<file path="config.mk">
export PLATFORM = sky130hd
export DESIGN_NAME = smmd_decoder
export DESIGN_NICKNAME = d
export VERILOG_FILES = /design/src/smmd_pkg.sv /design/src/smmd_decoder.sv
export VERILOG_INCLUDE_DIRS = /design/src
export SDC_FILE = /design/constraint.sdc
export NUM_CORES = 1
export LEC_CHECK = 0
export ABC_AREA = 1
export BUFFER_PORTS_ARGS = -buffer_cell sky130_fd_sc_hd__buf_2
export CAP_MARGIN = 20
export CORE_ASPECT_RATIO = 1.1
export CORE_MARGIN = 2
export CORE_UTILIZATION = 47
export DETAILED_ROUTE_END_ITERATION = 10
export GPL_TIMING_DRIVEN = 0
export MAX_ROUTING_LAYER = met4
export PLACE_DENSITY = 0.83
export SYNTH_ARGS = -nofsm -noshare
export SYNTH_HDL_FRONTEND = slang
export SYNTH_SLANG_ARGS = --single-unit
export TNS_END_PERCENT = 100
</file>
<file path="constraint.sdc">
create_clock -name pclk -period 1.94 [get_ports pclk]
set_input_delay 0.291 -clock pclk [delete_from_list [all_inputs] [get_ports pclk]]
set_output_delay 0.291 -clock pclk [all_outputs]
set_load 0.005 [all_outputs]
</file>
<file path="src/smmd_defines.svh">
// constants of the subsystem memory map decoder
`ifndef SMMD_DEFINES_SVH
`define SMMD_DEFINES_SVH
// ----------------------------------------
// register offsets and fields
// ----------------------------------------
`define SMMD_CTRL_OFS      8'h00
`define SMMD_STAT_OFS      8'h04
`define SMMD_CTRL_OVERLAY_ENABLE     0
`define SMMD_CTRL_DATA_OVERLAY_OF_PROGRAM     1
`define SMMD_CTRL_MP       2
`define SMMD_STAT_OWNED    0
`define SMMD_STAT_SEL      1
`define SMMD_STAT_XIO      2
`define SMMD_STAT_STRAP    3
`define SMMD_STAT_MP       4
`define SMMD_OVERLAY_ENABLE_RST      1'b0
`define SMMD_DATA_OVERLAY_OF_PROGRAM_RST      1'b0
`define SMMD_MP_RST        1'b0
// ----------------------------------------
// address map
// ----------------------------------------
`define SMMD_PROG_AW       18
`define SMMD_DATA_AW       16
`define SMMD_IO_AW         16
`define SMMD_BLK_AW        13
`define SMMD_N_DUAL_ACCESS_RAM       2
`define SMMD_N_SINGLE_ACCESS_RAM       10
`define SMMD_SAR_LO_BLK    4'h0
`define SMMD_SAR_DATA_OVERLAY_OF_PROGRAM_BLK  4'h2
`define SMMD_SAR_P1_BLK    4'h6
`define SMMD_PAGE_0        2'h0
`define SMMD_PAGE_1        2'h1
`endif

</file>
<file path="src/smmd_pkg.sv">
// types of the subsystem memory map decoder
package smmd_pkg;
  typedef enum logic [1:0] {RG_DUAL_ACCESS_RAM, RG_SINGLE_ACCESS_RAM, RG_EXT} smmd_region_t;
  typedef enum logic [1:0] {SP_NONE, SP_PROG, SP_DATA, SP_IO} smmd_space_t;

  typedef struct packed {
    smmd_region_t kind;
    logic [3:0]   idx;
  } smmd_hit_t;

  typedef struct packed {
    logic        overlay_enable;
    logic        data_overlay_of_program;
    logic        mp;
    logic        strap_done;
    logic [31:0] prdata;
    logic [1:0]  dar_sel_p;
    logic [1:0]  dar_sel_d;
    logic [12:0] dar_addr_p;
    logic [12:0] dar_addr_d;
    logic [9:0]  sar_sel;
    logic        sar_from_data;
    logic [12:0] sar_addr;
    logic        ext_req;
    logic [17:0] ext_addr;
    logic        ext_we;
    smmd_space_t ext_space;
    logic        io_strobe;
  } smmd_state_t;
endpackage : smmd_pkg

</file>
<file path="src/smmd_decoder.sv">
// per-subsystem memory map decoder with apb control registers
// Functional notes
// - 384K words: program, data, I/O spaces
// - CPU I/O never reaches DMA I/O
// - two 8K dual-access blocks, two accesses
// - dual-access RAM in data; overlay adds program
// - ten 8K single-access blocks, one access each
// - 4000h-7FFFh data; overlay adds program
// - 8000h-FFFFh program; data-overlay adds data
// - 18000h-1FFFFh program space only
// - program space is four 64K pages
// - external program addresses are 18 bits
// - select pin decides external interface owner
// - data outside on-chip RAM goes external
// - 64K I/O ports with space strobe
// - select pin gates external I/O access
// - mode bit maps page upper halves
`include "smmd_defines.svh"

module smmd_decoder #(
  parameter logic SUBSYS_ID = 1'b0
) (
  // clock and reset
  input  wire logic                    pclk,
  input  wire logic                    presetn,
  // apb slave
  input  wire logic                    psel,
  input  wire logic                    penable,
  input  wire logic                    pwrite,
  input  wire logic [7:0]              paddr,
  input  wire logic [31:0]             pwdata,
  input  wire logic [3:0]              pstrb,
  output logic      [31:0]             prdata,
  output logic                         pready,
  output logic                         pslverr,
  // device pins
  input  wire logic                    subsystem_select,
  input  wire logic                    interface_select_pin,
  input  wire logic                    host_mode_pin,
  // cpu program bus
  input  wire logic                    prog_req,
  input  wire logic [`SMMD_PROG_AW-1:0] prog_addr,
  output logic                         prog_wait,
  // cpu data bus
  input  wire logic                    data_req,
  input  wire logic                    data_we,
  input  wire logic [`SMMD_DATA_AW-1:0] data_addr,
  output logic                         data_wait,
  // cpu port access
  input  wire logic                    port_read_instr,
  input  wire logic                    port_write_instr,
  input  wire logic [`SMMD_IO_AW-1:0]   io_addr,
  output logic                         io_wait,
  // on-chip ram selects
  output logic [`SMMD_N_DUAL_ACCESS_RAM-1:0]     dar_sel_p,
  output logic [`SMMD_N_DUAL_ACCESS_RAM-1:0]     dar_sel_d,
  output logic [`SMMD_BLK_AW-1:0]      dar_addr_p,
  output logic [`SMMD_BLK_AW-1:0]      dar_addr_d,
  output logic [`SMMD_N_SINGLE_ACCESS_RAM-1:0]     sar_sel,
  output logic                         sar_from_data,
  output logic [`SMMD_BLK_AW-1:0]      sar_addr,
  // shared external interface
  output logic                         ext_req,
  output logic [`SMMD_PROG_AW-1:0]     ext_addr,
  output logic                         ext_we,
  output logic [1:0]                   ext_space,
  output logic                         io_space_strobe
);

  // ----------------------------------------
  // decode function
  // ----------------------------------------
  // one function serves both buses so overlaid views hit the same block index
  function automatic smmd_pkg::smmd_hit_t decode(
    input logic        is_prog,
    input logic [17:0] a,
    input logic        overlay_enable,
    input logic        data_overlay_of_program,
    input logic        mp
  );
    smmd_pkg::smmd_hit_t h;
    logic [1:0] page;
    h.kind = smmd_pkg::RG_EXT;
    h.idx  = 4'h0;
    page   = a[17:16];
    if (a[15:14] == 2'b00) begin
      if (!is_prog || overlay_enable) begin
        h.kind = smmd_pkg::RG_DUAL_ACCESS_RAM;
        h.idx  = {3'b000, a[13]};
      end
    end else if (a[15:14] == 2'b01) begin
      if (!is_prog || overlay_enable) begin
        h.kind = smmd_pkg::RG_SINGLE_ACCESS_RAM;
        h.idx  = `SMMD_SAR_LO_BLK + {3'b000, a[13]};
      end
    end else if (!is_prog) begin
      if (data_overlay_of_program) begin
        h.kind = smmd_pkg::RG_SINGLE_ACCESS_RAM;
        h.idx  = `SMMD_SAR_DATA_OVERLAY_OF_PROGRAM_BLK + {2'b00, a[14:13]};
      end
    end else if (!mp) begin
      // upper half internal only while mode bit clear
      // page 1 upper blocks have no data view
      if (page == `SMMD_PAGE_0) begin
        h.kind = smmd_pkg::RG_SINGLE_ACCESS_RAM;
        h.idx  = `SMMD_SAR_DATA_OVERLAY_OF_PROGRAM_BLK + {2'b00, a[14:13]};
      end else if (page == `SMMD_PAGE_1) begin
        h.kind = smmd_pkg::RG_SINGLE_ACCESS_RAM;
        h.idx  = `SMMD_SAR_P1_BLK + {2'b00, a[14:13]};
      end
      // pages 2 and 3 have no upper-half ram and go out
    end
    return h;
  endfunction : decode

  // ----------------------------------------
  // register offset match
  // ----------------------------------------
  function automatic logic reg_at(
    input logic [7:0] a,
    input logic [7:0] ofs
  );
    return a == ofs;
  endfunction : reg_at

  // ----------------------------------------
  // state
  // ----------------------------------------
  smmd_pkg::smmd_state_t st;
  smmd_pkg::smmd_state_t next_st;
  smmd_pkg::smmd_hit_t   ph;
  smmd_pkg::smmd_hit_t   dh;
  logic                  ext_owned;
  logic                  io_req;
  logic                  data_go;
  logic                  data_ext;
  logic                  io_go;
  logic                  prog_go;
  logic                  sar_clash;
  logic                  ext_busy;
  logic                  setup_rd;
  logic                  wr_ctrl;
  logic                  mapped;

  // ----------------------------------------
  // combinational next state
  // ----------------------------------------
  always_comb begin
    next_st = st;
    // page number from the two top address bits
    ph = decode(1'b1, prog_addr, st.overlay_enable, st.data_overlay_of_program, st.mp);
    // data outside on-chip bounds decodes external
    dh = decode(1'b0, {2'b00, data_addr}, st.overlay_enable, st.data_overlay_of_program, st.mp);
    // owner when select matches this subsystem
    // external pins only while interface select high
    ext_owned = interface_select_pin && (subsystem_select == SUBSYS_ID);
    // a non-owner stalls rather than touching the shared pins
    // port access only ever leaves on the external bus
    io_req   = port_read_instr || port_write_instr;
    data_go  = data_req && (dh.kind != smmd_pkg::RG_EXT || ext_owned);
    data_ext = data_go && dh.kind == smmd_pkg::RG_EXT;
    // external I/O only for the owning subsystem
    io_go    = io_req && ext_owned && !data_ext;
    ext_busy = data_ext || io_go;
    // a single-access block takes one access, data first
    // the blocks share one address port, so any two single-access hits clash;
    // this costs program fetches some stalls but never mixes two addresses
    sar_clash = data_go && dh.kind == smmd_pkg::RG_SINGLE_ACCESS_RAM
                && ph.kind == smmd_pkg::RG_SINGLE_ACCESS_RAM;
    // no clash check on dual-access blocks
    prog_go = prog_req && !sar_clash
              && (ph.kind != smmd_pkg::RG_EXT || (ext_owned && !ext_busy));

    // ram selects
    // selects last one cycle, so a block sees each grant once
    next_st.dar_sel_p     = '0;
    next_st.dar_sel_d     = '0;
    next_st.sar_sel       = '0;
    next_st.sar_from_data = 1'b0;
    next_st.dar_addr_p    = prog_addr[12:0];
    next_st.dar_addr_d    = data_addr[12:0];
    next_st.sar_addr      = st.sar_addr;
    // each view drives its own dual-access select; both views share sar_sel
    if (prog_go && ph.kind == smmd_pkg::RG_DUAL_ACCESS_RAM) begin
      next_st.dar_sel_p[ph.idx[0]] = 1'b1;
    end
    if (data_go && dh.kind == smmd_pkg::RG_DUAL_ACCESS_RAM) begin
      next_st.dar_sel_d[dh.idx[0]] = 1'b1;
    end
    if (prog_go && ph.kind == smmd_pkg::RG_SINGLE_ACCESS_RAM) begin
      next_st.sar_sel[ph.idx] = 1'b1;
      next_st.sar_addr        = prog_addr[12:0];
    end
    if (data_go && dh.kind == smmd_pkg::RG_SINGLE_ACCESS_RAM) begin
      next_st.sar_sel[dh.idx] = 1'b1;
      next_st.sar_from_data   = 1'b1;
      next_st.sar_addr        = data_addr[12:0];
    end

    // external bus, data then port then program
    next_st.ext_req   = 1'b0;
    next_st.ext_we    = 1'b0;
    next_st.ext_space = smmd_pkg::SP_NONE;
    next_st.io_strobe = 1'b0;
    if (data_ext) begin
      next_st.ext_req   = 1'b1;
      next_st.ext_addr  = {2'b00, data_addr};
      next_st.ext_we    = data_we;
      next_st.ext_space = smmd_pkg::SP_DATA;
    end else if (io_go) begin
      next_st.ext_req   = 1'b1;
      next_st.ext_addr  = {2'b00, io_addr};
      next_st.ext_we    = port_write_instr;
      next_st.ext_space = smmd_pkg::SP_IO;
      next_st.io_strobe = 1'b1;
    end else if (prog_go && ph.kind == smmd_pkg::RG_EXT) begin
      next_st.ext_req   = 1'b1;
      next_st.ext_addr  = prog_addr;
      next_st.ext_space = smmd_pkg::SP_PROG;
    end

    // apb registers
    mapped   = reg_at(paddr, `SMMD_CTRL_OFS) || reg_at(paddr, `SMMD_STAT_OFS);
    setup_rd = psel && !penable && !pwrite;
    wr_ctrl  = psel && penable && pwrite && pstrb[0] && reg_at(paddr, `SMMD_CTRL_OFS);
    if (setup_rd) begin
      next_st.prdata = '0;
      if (reg_at(paddr, `SMMD_CTRL_OFS)) begin
        next_st.prdata[`SMMD_CTRL_OVERLAY_ENABLE] = st.overlay_enable;
        next_st.prdata[`SMMD_CTRL_DATA_OVERLAY_OF_PROGRAM] = st.data_overlay_of_program;
        next_st.prdata[`SMMD_CTRL_MP]   = st.mp;
      end else if (reg_at(paddr, `SMMD_STAT_OFS)) begin
        next_st.prdata[`SMMD_STAT_OWNED] = ext_owned;
        next_st.prdata[`SMMD_STAT_SEL]   = subsystem_select;
        next_st.prdata[`SMMD_STAT_XIO]   = interface_select_pin;
        next_st.prdata[`SMMD_STAT_STRAP] = st.strap_done;
        next_st.prdata[`SMMD_STAT_MP]    = st.mp;
      end
    end
    if (!st.strap_done) begin
      // mode bit strap caught once, on the first edge after release
      // select low picks the first subsystem
      next_st.mp = interface_select_pin
                   && (!host_mode_pin || subsystem_select == SUBSYS_ID);
      next_st.strap_done = 1'b1;
    end else if (wr_ctrl) begin
      next_st.overlay_enable = pwdata[`SMMD_CTRL_OVERLAY_ENABLE];
      next_st.data_overlay_of_program = pwdata[`SMMD_CTRL_DATA_OVERLAY_OF_PROGRAM];
      next_st.mp   = pwdata[`SMMD_CTRL_MP];
    end

    prog_wait = prog_req && !prog_go;
    data_wait = data_req && !data_go;
    io_wait   = io_req && !io_go;
    // zero-wait slave: no decode here is slow enough to need a wait state
    pready    = 1'b1;
    // unmapped offsets answer with an error and leave every field alone
    pslverr   = psel && penable && !mapped;
  end

  // ----------------------------------------
  // state register
  // ----------------------------------------
  // spaces stay apart through the space tag on every external access
  always_ff @(posedge pclk or negedge presetn) begin
    if (!presetn) begin
      st            <= '0;
      st.overlay_enable       <= `SMMD_OVERLAY_ENABLE_RST;
      st.data_overlay_of_program       <= `SMMD_DATA_OVERLAY_OF_PROGRAM_RST;
      // mode bit stays clear until the strap edge after release
      st.mp         <= `SMMD_MP_RST;
      st.ext_space  <= smmd_pkg::SP_NONE;
    end else begin
      st <= next_st;
    end
  end

  // ----------------------------------------
  // outputs
  // ----------------------------------------
  // every output assigned here comes straight from a flip-flop; the waits, pready and pslverr are combinational
  assign prdata          = st.prdata;
  assign dar_sel_p       = st.dar_sel_p;
  assign dar_sel_d       = st.dar_sel_d;
  assign dar_addr_p      = st.dar_addr_p;
  assign dar_addr_d      = st.dar_addr_d;
  assign sar_sel         = st.sar_sel;
  assign sar_from_data   = st.sar_from_data;
  assign sar_addr        = st.sar_addr;
  assign ext_req         = st.ext_req;
  assign ext_addr        = st.ext_addr;
  assign ext_we          = st.ext_we;
  assign ext_space       = st.ext_space;
  assign io_space_strobe = st.io_strobe;

endmodule : smmd_decoder

</file>
# Yosys cells after proc, flatten, opt, wreduce, memory -nomap -nowiden
# Index checks and enable logic that the tools add are counted.
word_totals:
  register_bits: 86
  out_inout_bits: 114
  elab_cells: 131
op_classes:
  muxes: 36
  bitwise: 2
  n_eq_ne: 11
  magnitude_cmp: 8
  add_sub_neg: 3
  reduce_logical: 54
op_table:
  columns: ["cell", "count"]
  rows:
  - ["$mux W6", 10]
  - ["$mux W19", 2]
  - ["$logic_and A1 B1 Y1", 29]
  - ["$mux W24", 1]
  - ["$mux W22", 1]
  - ["$mux W13", 1]
  - ["$eq A2 B1 Y1 const B", 5]
  - ["$logic_not A1 Y1", 10]
  - ["$logic_not A2 Y1", 5]
  - ["$lt A4 B5 Y1 const B", 2]
  - ["$mux W1", 10]
  - ["$mux W10", 1]
  - ["$or A10 B10 Y10", 1]
  - ["$demux W1 S4", 2]
  - ["$eq A8 B3 Y1 const B", 1]
  - ["$ge A4 B1 Y1 const B", 2]
  - ["$logic_not A8 Y1", 1]
  - ["$mux W2", 4]
  - ["$add A2 B2 Y3 const A", 2]
  - ["$logic_or A1 B1 Y1", 6]
  - ["$mux W5", 1]
  - ["$add A3 B2 Y4 const A", 1]
  - ["$eq A2 B2 Y1 const B", 2]
  - ["$lt A1 B2 Y1 const B", 2]
  - ["other kinds (9)", 12]

# Depth between registers and ports, before layout
# Gate-level depths: netlist of run 1.
logic_depth:
  ltp_word: 19
  depth_mapped: 12
  ltp_nobuf: 11

# Worst setup path before layout of run 1
# Ideal clock, no wire load.
synth_path:
  path_type: "register to register"
  startpoint: "reg st[111] in the netlist's numbering"
  endpoint: "reg st (netlist bit sar_addr[10])"
  required_ps: 1821
  arrival_ps: 1294
  setup_ps: 119
  path_slack_ps: 527
  n_path_buf: 1
  path_stages_with_launch: 10
  cell_sequence: "dfrtp_1 inv_1 nand2_2 nand2_2 nor2_8 inv_4 nand3_4 nand2_4 buf_6 o21a_1"
synth_via:
  elab_chain_len: 16
  word_cells_on_any_way: 23
  cone_classes: "eq/ne (3); mux (4); reduce/logical (16)"
synth_rtl:
  columns: ["item", "line_no", "rtl"]
  rows:
  - ["start, declared", "smmd_decoder.sv:129", "smmd_pkg::smmd_state_t st;"]
  - ["start signal, assigned", "smmd_decoder.sv:274", "st <= next_st;"]
  - ["$mux W6 (*)", "smmd_decoder.sv:97", "if (data_overlay_of_program) begin"]
  - ["$mux W6 (*)", "smmd_decoder.sv:91", "end else if (a[15:14] == 2'b01) begin"]
  - ["$mux W6 (*)", "smmd_decoder.sv:86", "if (a[15:14] == 2'b00) begin"]
  - ["$ne A2 B2 Y1", "smmd_decoder.sv:160", "data_go = data_req && (dh.kind != smmd_pkg::RG_EXT || ext_owned);"]
  - ["$logic_or A1 B1 Y1", "smmd_decoder.sv:160", null]
  - ["$logic_and A1 B1 Y1", "smmd_decoder.sv:160", null]
  - ["$logic_and A1 B1 Y1", "smmd_decoder.sv:161", "data_ext = data_go && dh.kind == smmd_pkg::RG_EXT;"]
  - ["$logic_not A1 Y1", "smmd_decoder.sv:163", "io_go = io_req && ext_owned && !data_ext;"]
  - ["$logic_and A1 B1 Y1", "smmd_decoder.sv:163", null]
  - ["$logic_or A1 B1 Y1", "smmd_decoder.sv:164", "ext_busy = data_ext || io_go;"]
  - ["$logic_not A1 Y1", "smmd_decoder.sv:172", "&& (ph.kind != smmd_pkg::RG_EXT || (ext_owned && !ext_busy));"]
  - ["$logic_and A1 B1 Y1", "smmd_decoder.sv:172", null]
  - ["$logic_or A1 B1 Y1", "smmd_decoder.sv:172", null]
  - ["$logic_and A1 B1 Y1", "smmd_decoder.sv:172", null]
  - ["$logic_and A1 B1 Y1", "smmd_decoder.sv:190", "if (prog_go && ph.kind == smmd_pkg::RG_SINGLE_ACCESS_RAM) begin"]
  - ["$reduce_bool A2 Y1 (no source line)", null, null]
# Every way passes the cells marked *; elsewhere a longest branch is shown, timed or not.
# A chain may end at the register's enable or synchronous reset.

# Worst setup path after layout of run 1
layout_path:
  startpoint: "reg st[111] in the netlist's numbering"
  endpoint: "out prog_wait"
layout_via:
  elab_chain_len: 16
  word_cells_on_any_way: 22
  cone_classes: "eq/ne (3); mux (3); reduce/logical (16)"
layout_rtl:
  columns: ["item", "line_no", "rtl"]
  rows:
  - ["$mux W6 (*)", "smmd_decoder.sv:97", null]
  - ["$mux W6 (*)", "smmd_decoder.sv:91", null]
  - ["$mux W6 (*)", "smmd_decoder.sv:86", null]
  - ["$ne A2 B2 Y1", "smmd_decoder.sv:160", null]
  - ["$logic_or A1 B1 Y1", "smmd_decoder.sv:160", null]
  - ["$logic_and A1 B1 Y1", "smmd_decoder.sv:160", null]
  - ["$logic_and A1 B1 Y1", "smmd_decoder.sv:161", null]
  - ["$logic_not A1 Y1", "smmd_decoder.sv:163", null]
  - ["$logic_and A1 B1 Y1", "smmd_decoder.sv:163", null]
  - ["$logic_or A1 B1 Y1", "smmd_decoder.sv:164", null]
  - ["$logic_not A1 Y1", "smmd_decoder.sv:172", null]
  - ["$logic_and A1 B1 Y1", "smmd_decoder.sv:172", null]
  - ["$logic_or A1 B1 Y1", "smmd_decoder.sv:172", null]
  - ["$logic_and A1 B1 Y1 (*)", "smmd_decoder.sv:172", null]
  - ["$logic_not A1 Y1 (*)", "smmd_decoder.sv:252", "prog_wait = prog_req && !prog_go;"]
  - ["$logic_and A1 B1 Y1 (*)", "smmd_decoder.sv:252", null]
  - ["end, declared", "smmd_decoder.sv:43", "output logic prog_wait,"]
# Marks and branches as above.

==> impl_metrics.prom, run 1 <==
# TYPE chip_impl_metric gauge
chip_impl_info{name="run_status",value="complete, no violations"} 1
chip_impl_metric{name="irDropWorstVdd",unit="uV"} 321
chip_impl_metric{name="timing.critical_path.fanout_max",unit=""} 4
chip_impl_metric{name="drc",unit=""} 0
chip_impl_metric{name="finalInstanceArea",unit="um2"} 5960
chip_impl_metric{name="postRouteAntennaNets",unit=""} 0
chip_impl_metric{name="max-clock-path-buffers",unit=""} 2
chip_impl_metric{name="total_die_area",unit="um2"} 10600
chip_impl_metric{name="intPower",unit="mW"} 3.04
chip_impl_metric{name="p_seq_share",unit="%"} 48.1
chip_impl_metric{name="fp-row-count",unit=""} 37
chip_impl_metric{name="drv_cap",unit=""} 0
chip_impl_metric{name="synth.lib_cells_used.distinct",unit=""} 34
chip_impl_metric{name="via_per_inst",unit=""} 4.64
chip_impl_metric{name="synth_async_sr_flop_share",unit="%"} 100
chip_impl_metric{name="share_comb_of_total_power",unit="%"} 23.1
chip_impl_metric{name="worstSkewPairLatency",unit="ns"} 0.36
chip_impl_metric{name="drtPass1Iterations",unit=""} 4
chip_impl_info{name="worst_setup_path_end_kind",value="output pin"} 1
chip_impl_metric{name="worst_setup_hold_path_clk_slew",unit="ns"} 0.08
chip_impl_metric{name="layout_min_cycle_time",unit="ns"} 1.92
chip_impl_info{name="rsz_0062_raised_after_global_routing",value="true"} 1
chip_impl_info{name="cpMaxStageDelayCell",value="dfrtp_2"} 1
chip_impl_info{name="route.top_layer_used",value="met4"} 1
chip_impl_metric{name="final_net_count",unit=""} 852
chip_impl_metric{name="detail_route.wirelength.met1",unit="mm"} 4.61
chip_impl_metric{name="place_area",unit="um2"} 5670
chip_impl_metric{name="drt_first_iter_violations",unit=""} 121
chip_impl_metric{name="worst_clock_skew",unit="ns"} 0.00826
chip_impl_metric{name="wl_met2",unit="mm"} 5.62
chip_impl_metric{name="finalHoldViolations",unit=""} 0
chip_impl_metric{name="preCtsSetupSlack",unit="ns"} 0.151
chip_impl_metric{name="cts_inserted_buffers",unit=""} 9
chip_impl_metric{name="setup_ws",unit="ns"} 0.0249
chip_impl_metric{name="powerDensity",unit="nW/um2"} 707
chip_impl_info{name="cts.root.buffer_cell",value="clkbuf_8"} 1
chip_impl_metric{name="first_pass_grt_wire_length",unit="mm"} 18.3
chip_impl_metric{name="die_extent_in_x",unit="um"} 98.3
chip_impl_metric{name="ioPinCount",unit=""} 221
chip_impl_metric{name="initial_utilization",unit="%"} 48.6
chip_impl_metric{name="n_fill_cell",unit=""} 792
chip_impl_metric{name="arrival",unit="ns"} 1.62
chip_impl_metric{name="routedWlPerCell",unit="um"} 12.9
chip_impl_info{name="synth_top_cells_by_area",value="dfrtp_1 (47%), buf_4 (18%), nand2_1 (9.9%)"} 1
chip_impl_metric{name="dr_total_vias",unit=""} 4025
chip_impl_metric{name="timing.slew.headroom",unit="%"} 65.0
chip_impl_metric{name="diodes",unit=""} 0
chip_impl_metric{name="power_switching_share",unit="%"} 27.8
chip_impl_info{name="ys_flop_type",value="dfrtp_1"} 1
chip_impl_info{name="timing_worst_setup_path_type",value="flip-flop to output pin"} 1
chip_impl_info{name="crit_path_launch_type",value="flip-flop"} 1
chip_impl_metric{name="ctsHtreeMaxLevel",unit=""} 3
chip_impl_metric{name="buffer_ports.inserted",unit=""} 160
chip_impl_metric{name="core_area",unit="um2"} 9440
chip_impl_metric{name="syn_area",unit="um2"} 4590
chip_impl_info{name="hold_class",value="input pin to flip-flop"} 1
chip_impl_metric{name="clkSinkCount",unit=""} 86
chip_impl_metric{name="grt_antenna_before_repair",unit=""} 0
chip_impl_metric{name="gr-usage-all-layers",unit="%"} 22.1
chip_impl_metric{name="synth_sequential_area_ratio",unit="%"} 46.9
chip_impl_metric{name="p_clk_share",unit="%"} 28.8
chip_impl_metric{name="finalCritPeriodShare",unit="%"} 98.7
chip_impl_metric{name="synth.top_cell.area_share",unit="%"} 46.9
chip_impl_info{name="cells_along_the_critical_path",value="nor2_4, nand3_4, nand2_4, nor2_2, o21a_1, nor2_1, buf_2"} 1
chip_impl_metric{name="largest_net_degree_at_the_start_of_global_routing",unit=""} 50
chip_impl_metric{name="leakage",unit="nW"} 3.44
chip_impl_metric{name="slowest_cell_delay_on_critical_path",unit="ns"} 0.46
chip_impl_metric{name="number_of_register_bits_inferred_by_synthesis",unit=""} 86
chip_impl_metric{name="vias_in_the_first_global_route",unit=""} 3927
chip_impl_metric{name="final_layout_size_suffix_gt1_share",unit="%"} 43.6
chip_impl_metric{name="met3RoutedLength",unit="um"} 749
chip_impl_metric{name="area_growth",unit="%"} 29.7
chip_impl_metric{name="power_switching",unit="mW"} 1.17
chip_impl_metric{name="gp_congestion",unit=""} 0.915
chip_impl_metric{name="report.final.setup_viol",unit=""} 0
chip_impl_metric{name="synth_area_per_cell",unit="um2"} 8.52
chip_impl_metric{name="worst-endpoint-required",unit="ns"} 1.65
chip_impl_metric{name="estimated_wirelength_of_the_detail_placed_design",unit="mm"} 8.73
chip_impl_info{name="layout.cells.most_common",value="buf_2"} 1
chip_impl_metric{name="chipHeight",unit="um"} 108
chip_impl_metric{name="timing_worst_slew_pin_value",unit="ns"} 0.526
chip_impl_metric{name="yosysWarnings",unit=""} 0
chip_impl_info{name="cts_tree",value="yes"} 1
chip_impl_metric{name="drt-total-wl",unit="mm"} 11.2
chip_impl_metric{name="peak_freq",unit="MHz"} 522
chip_impl_metric{name="number_of_enable_type_register_cells_in_the_synthesized_netlist",unit=""} 0
chip_impl_metric{name="final_max_slew_viol_count",unit=""} 0
chip_impl_info{name="synth_area_leader_cell",value="dfrtp_1"} 1
chip_impl_metric{name="syn_inst",unit=""} 539
chip_impl_metric{name="grt.overflow.total",unit=""} 0
chip_impl_info{name="layout.cells.most_common_list",value="buf_2 (163), nand2_1 (120), buf_4 (116)"} 1
[routing by layer]
layer  up-vias  GRT usage [%]
met2       175           37.4
met3        19           3.77
met4         0           9.20
li1       1967              -
met5         -              -
met1      1864           26.2
[power groups by stage]
stage / Combinational, mW / Clock, mW / Sequential [mW]
global placement: 0.933 / 0 / 2.06
global route: 1.08 / 1.31 / 2.04
finish: 0.971 / 1.21 / 2.03
CTS: 0.976 / 1.24 / 2.03
floorplan: 0.592 / 0 / 2.04
detailed placement: 0.963 / 0 / 2.06
[Yosys cell counts (2+ instances only)]
library cell    n
buf_4         108
nand2_2         4
nor4_1          2
clkbuf_1        2
nand2_1       121
nor3_1          5
inv_2           4
nor2_2          3
o22ai_1         2
or2_2           5
conb_1          2
inv_1          55
o211ai_1        7
nand2_4         2
a21oi_1         5
nand3_4         2
o21ai_0        22
buf_2           4
o21a_1          9
dfrtp_1        86
nand4_1         3
buf_6           4
nor2_1         32
nand3_1        40
[timing repair]
item,CTS,global route
setup endpoints to repair,2,8
hold buffers,1,0
pin swaps,4,0
resized for setup,7,4
setup buffers,7,0
hold endpoints to repair,37,0
[per-stage QoR]
stage	instances	util [%]	TNS [ns]	hold slack, ns	power, mW
after floorplan	566	-	0	-0.00459	2.63
after global placement	843	59.7	-4.85	0.417	2.99
after detailed placement	844	60.1	0	0.301	3.03
after CTS	867	63.0	0	0.0390	4.24
after global routing	867	63.1	-0.0624	0.0342	4.44
final	867	63.1	0	0.0539	4.21
[worst max-delay path: cells and delay by family (launching register included)]
family / cells / cell delay, ns
AND/OR/NAND/NOR: 5 / 0.51
flip-flops: 1 / 0.46
AO/OA/AOI/OAI: 1 / 0.18
buffers and inverters: 1 / 0.13
[layout make-up]
cell class / instances / area, um2 / area share (%)
Sequential cell: 86 / 2150 / 36.1
Multi-Input combinational cell: 302 / 1470 / 24.6
Tap cell: 117 / 146 / 2.46
Timing Repair Buffer: 169 / 893 / 15.0
Clock inverter: 4 / 30.0 / 0.504
Inverter: 60 / 230 / 3.86
Buffer: 117 / 872 / 14.6
Clock buffer: 12 / 165 / 2.77
[cells by family (layout without fill, tap and decap cells)]
kind of cell           Yosys count  in the layout  share of synthesized area (%)
DFF                             86             86                           46.9
other                            2             29                          0.164
and+or+nand+nor                222            222                           21.8
AOI/OAI and AO/OA               51             51                           7.00
buffers and inverters          178            362                           24.2
[registers in the layout, indices dropped and copies added, names as in the netlist]
register / count
st: 4
io_space_strobe: 1
sar_from_data: 1
sar_addr: 13
dar_sel_d: 2
dar_sel_p: 2
ext_addr: 18
ext_we: 1
ext_req: 1
dar_addr_d: 13
prdata: 5
ext_space: 2
sar_sel: 10
dar_addr_p: 13
[path summary, 6_finish.rpt]
path                       depth (start not counted)       endpoint  slack, ns    startpoint
max                                                7      prog_wait       0.02       st[111]
min                                                1  dar_addr_p[7]       0.05  prog_addr[7]
max reg2reg                                       10     sar_sel[5]       0.10       st[111]
min in group asynchronous                          2    sar_addr[1]       0.47       presetn
max in group asynchronous                          3    ext_addr[7]       0.85       presetn
min reg2reg                                        2      prdata[4]       0.50     prdata[4]
Power figures use the tool's default switching activity.
==> inputs of run 2 (changes only) <==
RECOVER_POWER = 25   (was default)
==> impl_metrics.prom, run 2 (synthesis gave the netlist of run 1 again) <==
# TYPE chip_impl_metric gauge
chip_impl_metric{name="estimated_wirelength_of_the_detail_placed_design",unit="mm"} 8.73
chip_impl_info{name="cts.root.buffer_cell",value="clkbuf_8"} 1
chip_impl_metric{name="drv_cap",unit=""} 0
chip_impl_metric{name="irDropWorstVdd",unit="uV"} 322
chip_impl_metric{name="timing.critical_path.fanout_max",unit=""} 4
chip_impl_metric{name="first_pass_grt_wire_length",unit="mm"} 18.3
chip_impl_info{name="worst_setup_path_end_kind",value="output pin"} 1
chip_impl_info{name="whs_endpoint",value="dar_addr_p[7]"} 1
chip_impl_metric{name="timing.slew.headroom",unit="%"} 32.6
chip_impl_metric{name="layout_min_cycle_time",unit="ns"} 1.92
chip_impl_metric{name="die_extent_in_x",unit="um"} 98.3
chip_impl_metric{name="drc",unit=""} 0
chip_impl_info{name="run_status",value="complete, no violations"} 1
chip_impl_info{name="rsz_0062_raised_after_global_routing",value="true"} 1
chip_impl_info{name="hold_class",value="input pin to flip-flop"} 1
chip_impl_metric{name="share_comb_of_total_power",unit="%"} 23.0
chip_impl_metric{name="power_switching",unit="mW"} 1.16
chip_impl_metric{name="worst_setup_hold_path_clk_slew",unit="ns"} 0.09
chip_impl_metric{name="final_layout_size_suffix_gt1_share",unit="%"} 40.7
chip_impl_info{name="layout.cells.most_common_list",value="buf_2 (141), nand2_1 (120), buf_4 (115)"} 1
chip_impl_metric{name="postRouteAntennaNets",unit=""} 0
chip_impl_metric{name="initial_utilization",unit="%"} 48.6
chip_impl_metric{name="p_clk_share",unit="%"} 28.8
chip_impl_metric{name="layout.core_utilization",unit="%"} 62.8
chip_impl_metric{name="grt_antenna_before_repair",unit=""} 0
chip_impl_metric{name="diodes",unit=""} 0
chip_impl_metric{name="drtPass1Iterations",unit=""} 4
chip_impl_metric{name="largest_register_ff_count",unit=""} 18
chip_impl_metric{name="worstHoldPathCells",unit=""} 1
chip_impl_metric{name="worstSkewPairLatency",unit="ns"} 0.36
chip_impl_info{name="timing.rr.end",value="sar_sel[5]"} 1
chip_impl_metric{name="core_area",unit="um2"} 9440
chip_impl_metric{name="finalHoldWorstSlack",unit="ns"} 0.0545
chip_impl_metric{name="arrival",unit="ns"} 1.63
chip_impl_metric{name="timing_worst_slew_pin_value",unit="ns"} 1.01
chip_impl_metric{name="vias_in_the_first_global_route",unit=""} 3927
chip_impl_metric{name="final_max_slew_viol_count",unit=""} 0
chip_impl_metric{name="intPower",unit="mW"} 3.04
chip_impl_metric{name="max-clock-path-buffers",unit=""} 2
chip_impl_metric{name="cts_inserted_buffers",unit=""} 9
chip_impl_metric{name="powerDensity",unit="nW/um2"} 708
chip_impl_metric{name="gp_congestion",unit=""} 0.915
chip_impl_metric{name="report.final.setup_viol",unit=""} 0
chip_impl_metric{name="ctsHtreeMaxLevel",unit=""} 3
chip_impl_metric{name="ioPinCount",unit=""} 221
chip_impl_metric{name="finalCritPeriodShare",unit="%"} 99.0
chip_impl_metric{name="power_switching_share",unit="%"} 27.7
chip_impl_metric{name="final_net_count",unit=""} 852
chip_impl_metric{name="area_growth",unit="%"} 29.0
chip_impl_metric{name="setup.reg_to_reg.worst_slack",unit="ns"} 0.11
chip_impl_metric{name="fin_total_pwr",unit="mW"} 4.20
chip_impl_metric{name="clkSinkCount",unit=""} 86
chip_impl_info{name="r2r_start",value="st[111]"} 1
chip_impl_metric{name="total_die_area",unit="um2"} 10600
chip_impl_metric{name="worst-endpoint-required",unit="ns"} 1.65
chip_impl_metric{name="finalSetupTns",unit="ns"} 0
chip_impl_metric{name="worst_clock_skew",unit="ns"} 0.00903
chip_impl_metric{name="drt-total-wl",unit="mm"} 11.2
chip_impl_metric{name="leakage",unit="nW"} 3.38
chip_impl_metric{name="dr_total_vias",unit=""} 4035
chip_impl_metric{name="timing.reg2reg.worst_path_depth",unit=""} 10
chip_impl_metric{name="grt.overflow.total",unit=""} 0
chip_impl_info{name="min-delay-start",value="prog_addr[7]"} 1
chip_impl_info{name="cts_tree",value="yes"} 1
chip_impl_metric{name="p_seq_share",unit="%"} 48.3
chip_impl_metric{name="fp-row-count",unit=""} 37
chip_impl_info{name="layout.cells.most_common",value="buf_2"} 1
chip_impl_metric{name="via_per_inst",unit=""} 4.65
chip_impl_metric{name="finalHoldViolations",unit=""} 0
chip_impl_metric{name="drt_first_iter_violations",unit=""} 127
chip_impl_metric{name="routedWlPerCell",unit="um"} 12.9
chip_impl_info{name="timing_worst_setup_path_type",value="flip-flop to output pin"} 1
chip_impl_metric{name="largest_net_degree_at_the_start_of_global_routing",unit=""} 50
chip_impl_metric{name="gr-usage-all-layers",unit="%"} 22.1
chip_impl_metric{name="peak_freq",unit="MHz"} 521
chip_impl_info{name="crit_path_launch_type",value="flip-flop"} 1
chip_impl_metric{name="buffer_ports.inserted",unit=""} 160
chip_impl_metric{name="chipHeight",unit="um"} 108
==> run 2: power by group through the flow <==
stage / registers (mW) / clock network (mW) / logic [mW]
3_5_place_dp: 2.06 / 0 / 0.963
5_1_grt: 2.04 / 1.31 / 1.08
4_1_cts: 2.03 / 1.24 / 0.976
2_1_floorplan: 2.04 / 0 / 0.592
3_3_place_gp: 2.06 / 0 / 0.933
6_report: 2.03 / 1.21 / 0.965
==> run 2: worst max path at each step <==
stage	start	end	slack, ns	cells past startpoint
global route	st[111]	prog_wait	-0.06	7
detailed placement	interface_select_pin	io_wait	0.15	9
global placement	presetn	prdata[1]	-0.06	1
finish	st[111]	prog_wait	0.02	7
floorplan	st[111]	sar_addr[10]	0.53	9
CTS	st[111]	prog_wait	0.008	8
==> run 2: repair_timing <==
item | CTS | global route
setup endpoints to repair | 2 | 8
hold buffers | 1 | 0
endpoints found under the hold margin | 37 | 0
pin swaps | 4 | 0
gates resized for setup | 7 | 4
buffers inserted | 7 | 0
gates cloned | 0 | 0
==> run 2: final cells by class <==
class | instances | area [um2]
fill | 806 | 3520
sequential | 86 | 2150
inverter | 60 | 230
timing repair buffer | 169 | 863
clock buffer | 12 | 165
tap | 117 | 146
multi-input combinational | 302 | 1470
clock inverter | 4 | 30.0
buffer | 117 | 872
==> run 2: metal layers <==
layer	track usage, %	vias to the layer above	part of all wire [%]
met5	-	-	0
met4	9.20	0	2.2
met3	3.77	25	6.7
met2	37.4	181	50
met1	26.2	1862	41
li1	-	1967	-
==> run 2: metrics by stage <==
stage                     cell area [um2]  std cells  setup slack (ns)
after floorplan                      4690        566             0.527
after global placement               5640        843           -0.0623
after CTS                            5950        867           0.00830
final                                5930        867            0.0191
after detailed placement             5670        844             0.151
after global routing                 5930        867           -0.0624
==> run 2: worst max-delay path, cell delays in order, from the launching register on <==
cell     delay, ns
dfrtp_2       0.46
nor2_4        0.13
nand3_4       0.12
nand2_4       0.11
nor2_2        0.05
o21a_1        0.18
nor2_1        0.10
buf_2         0.13
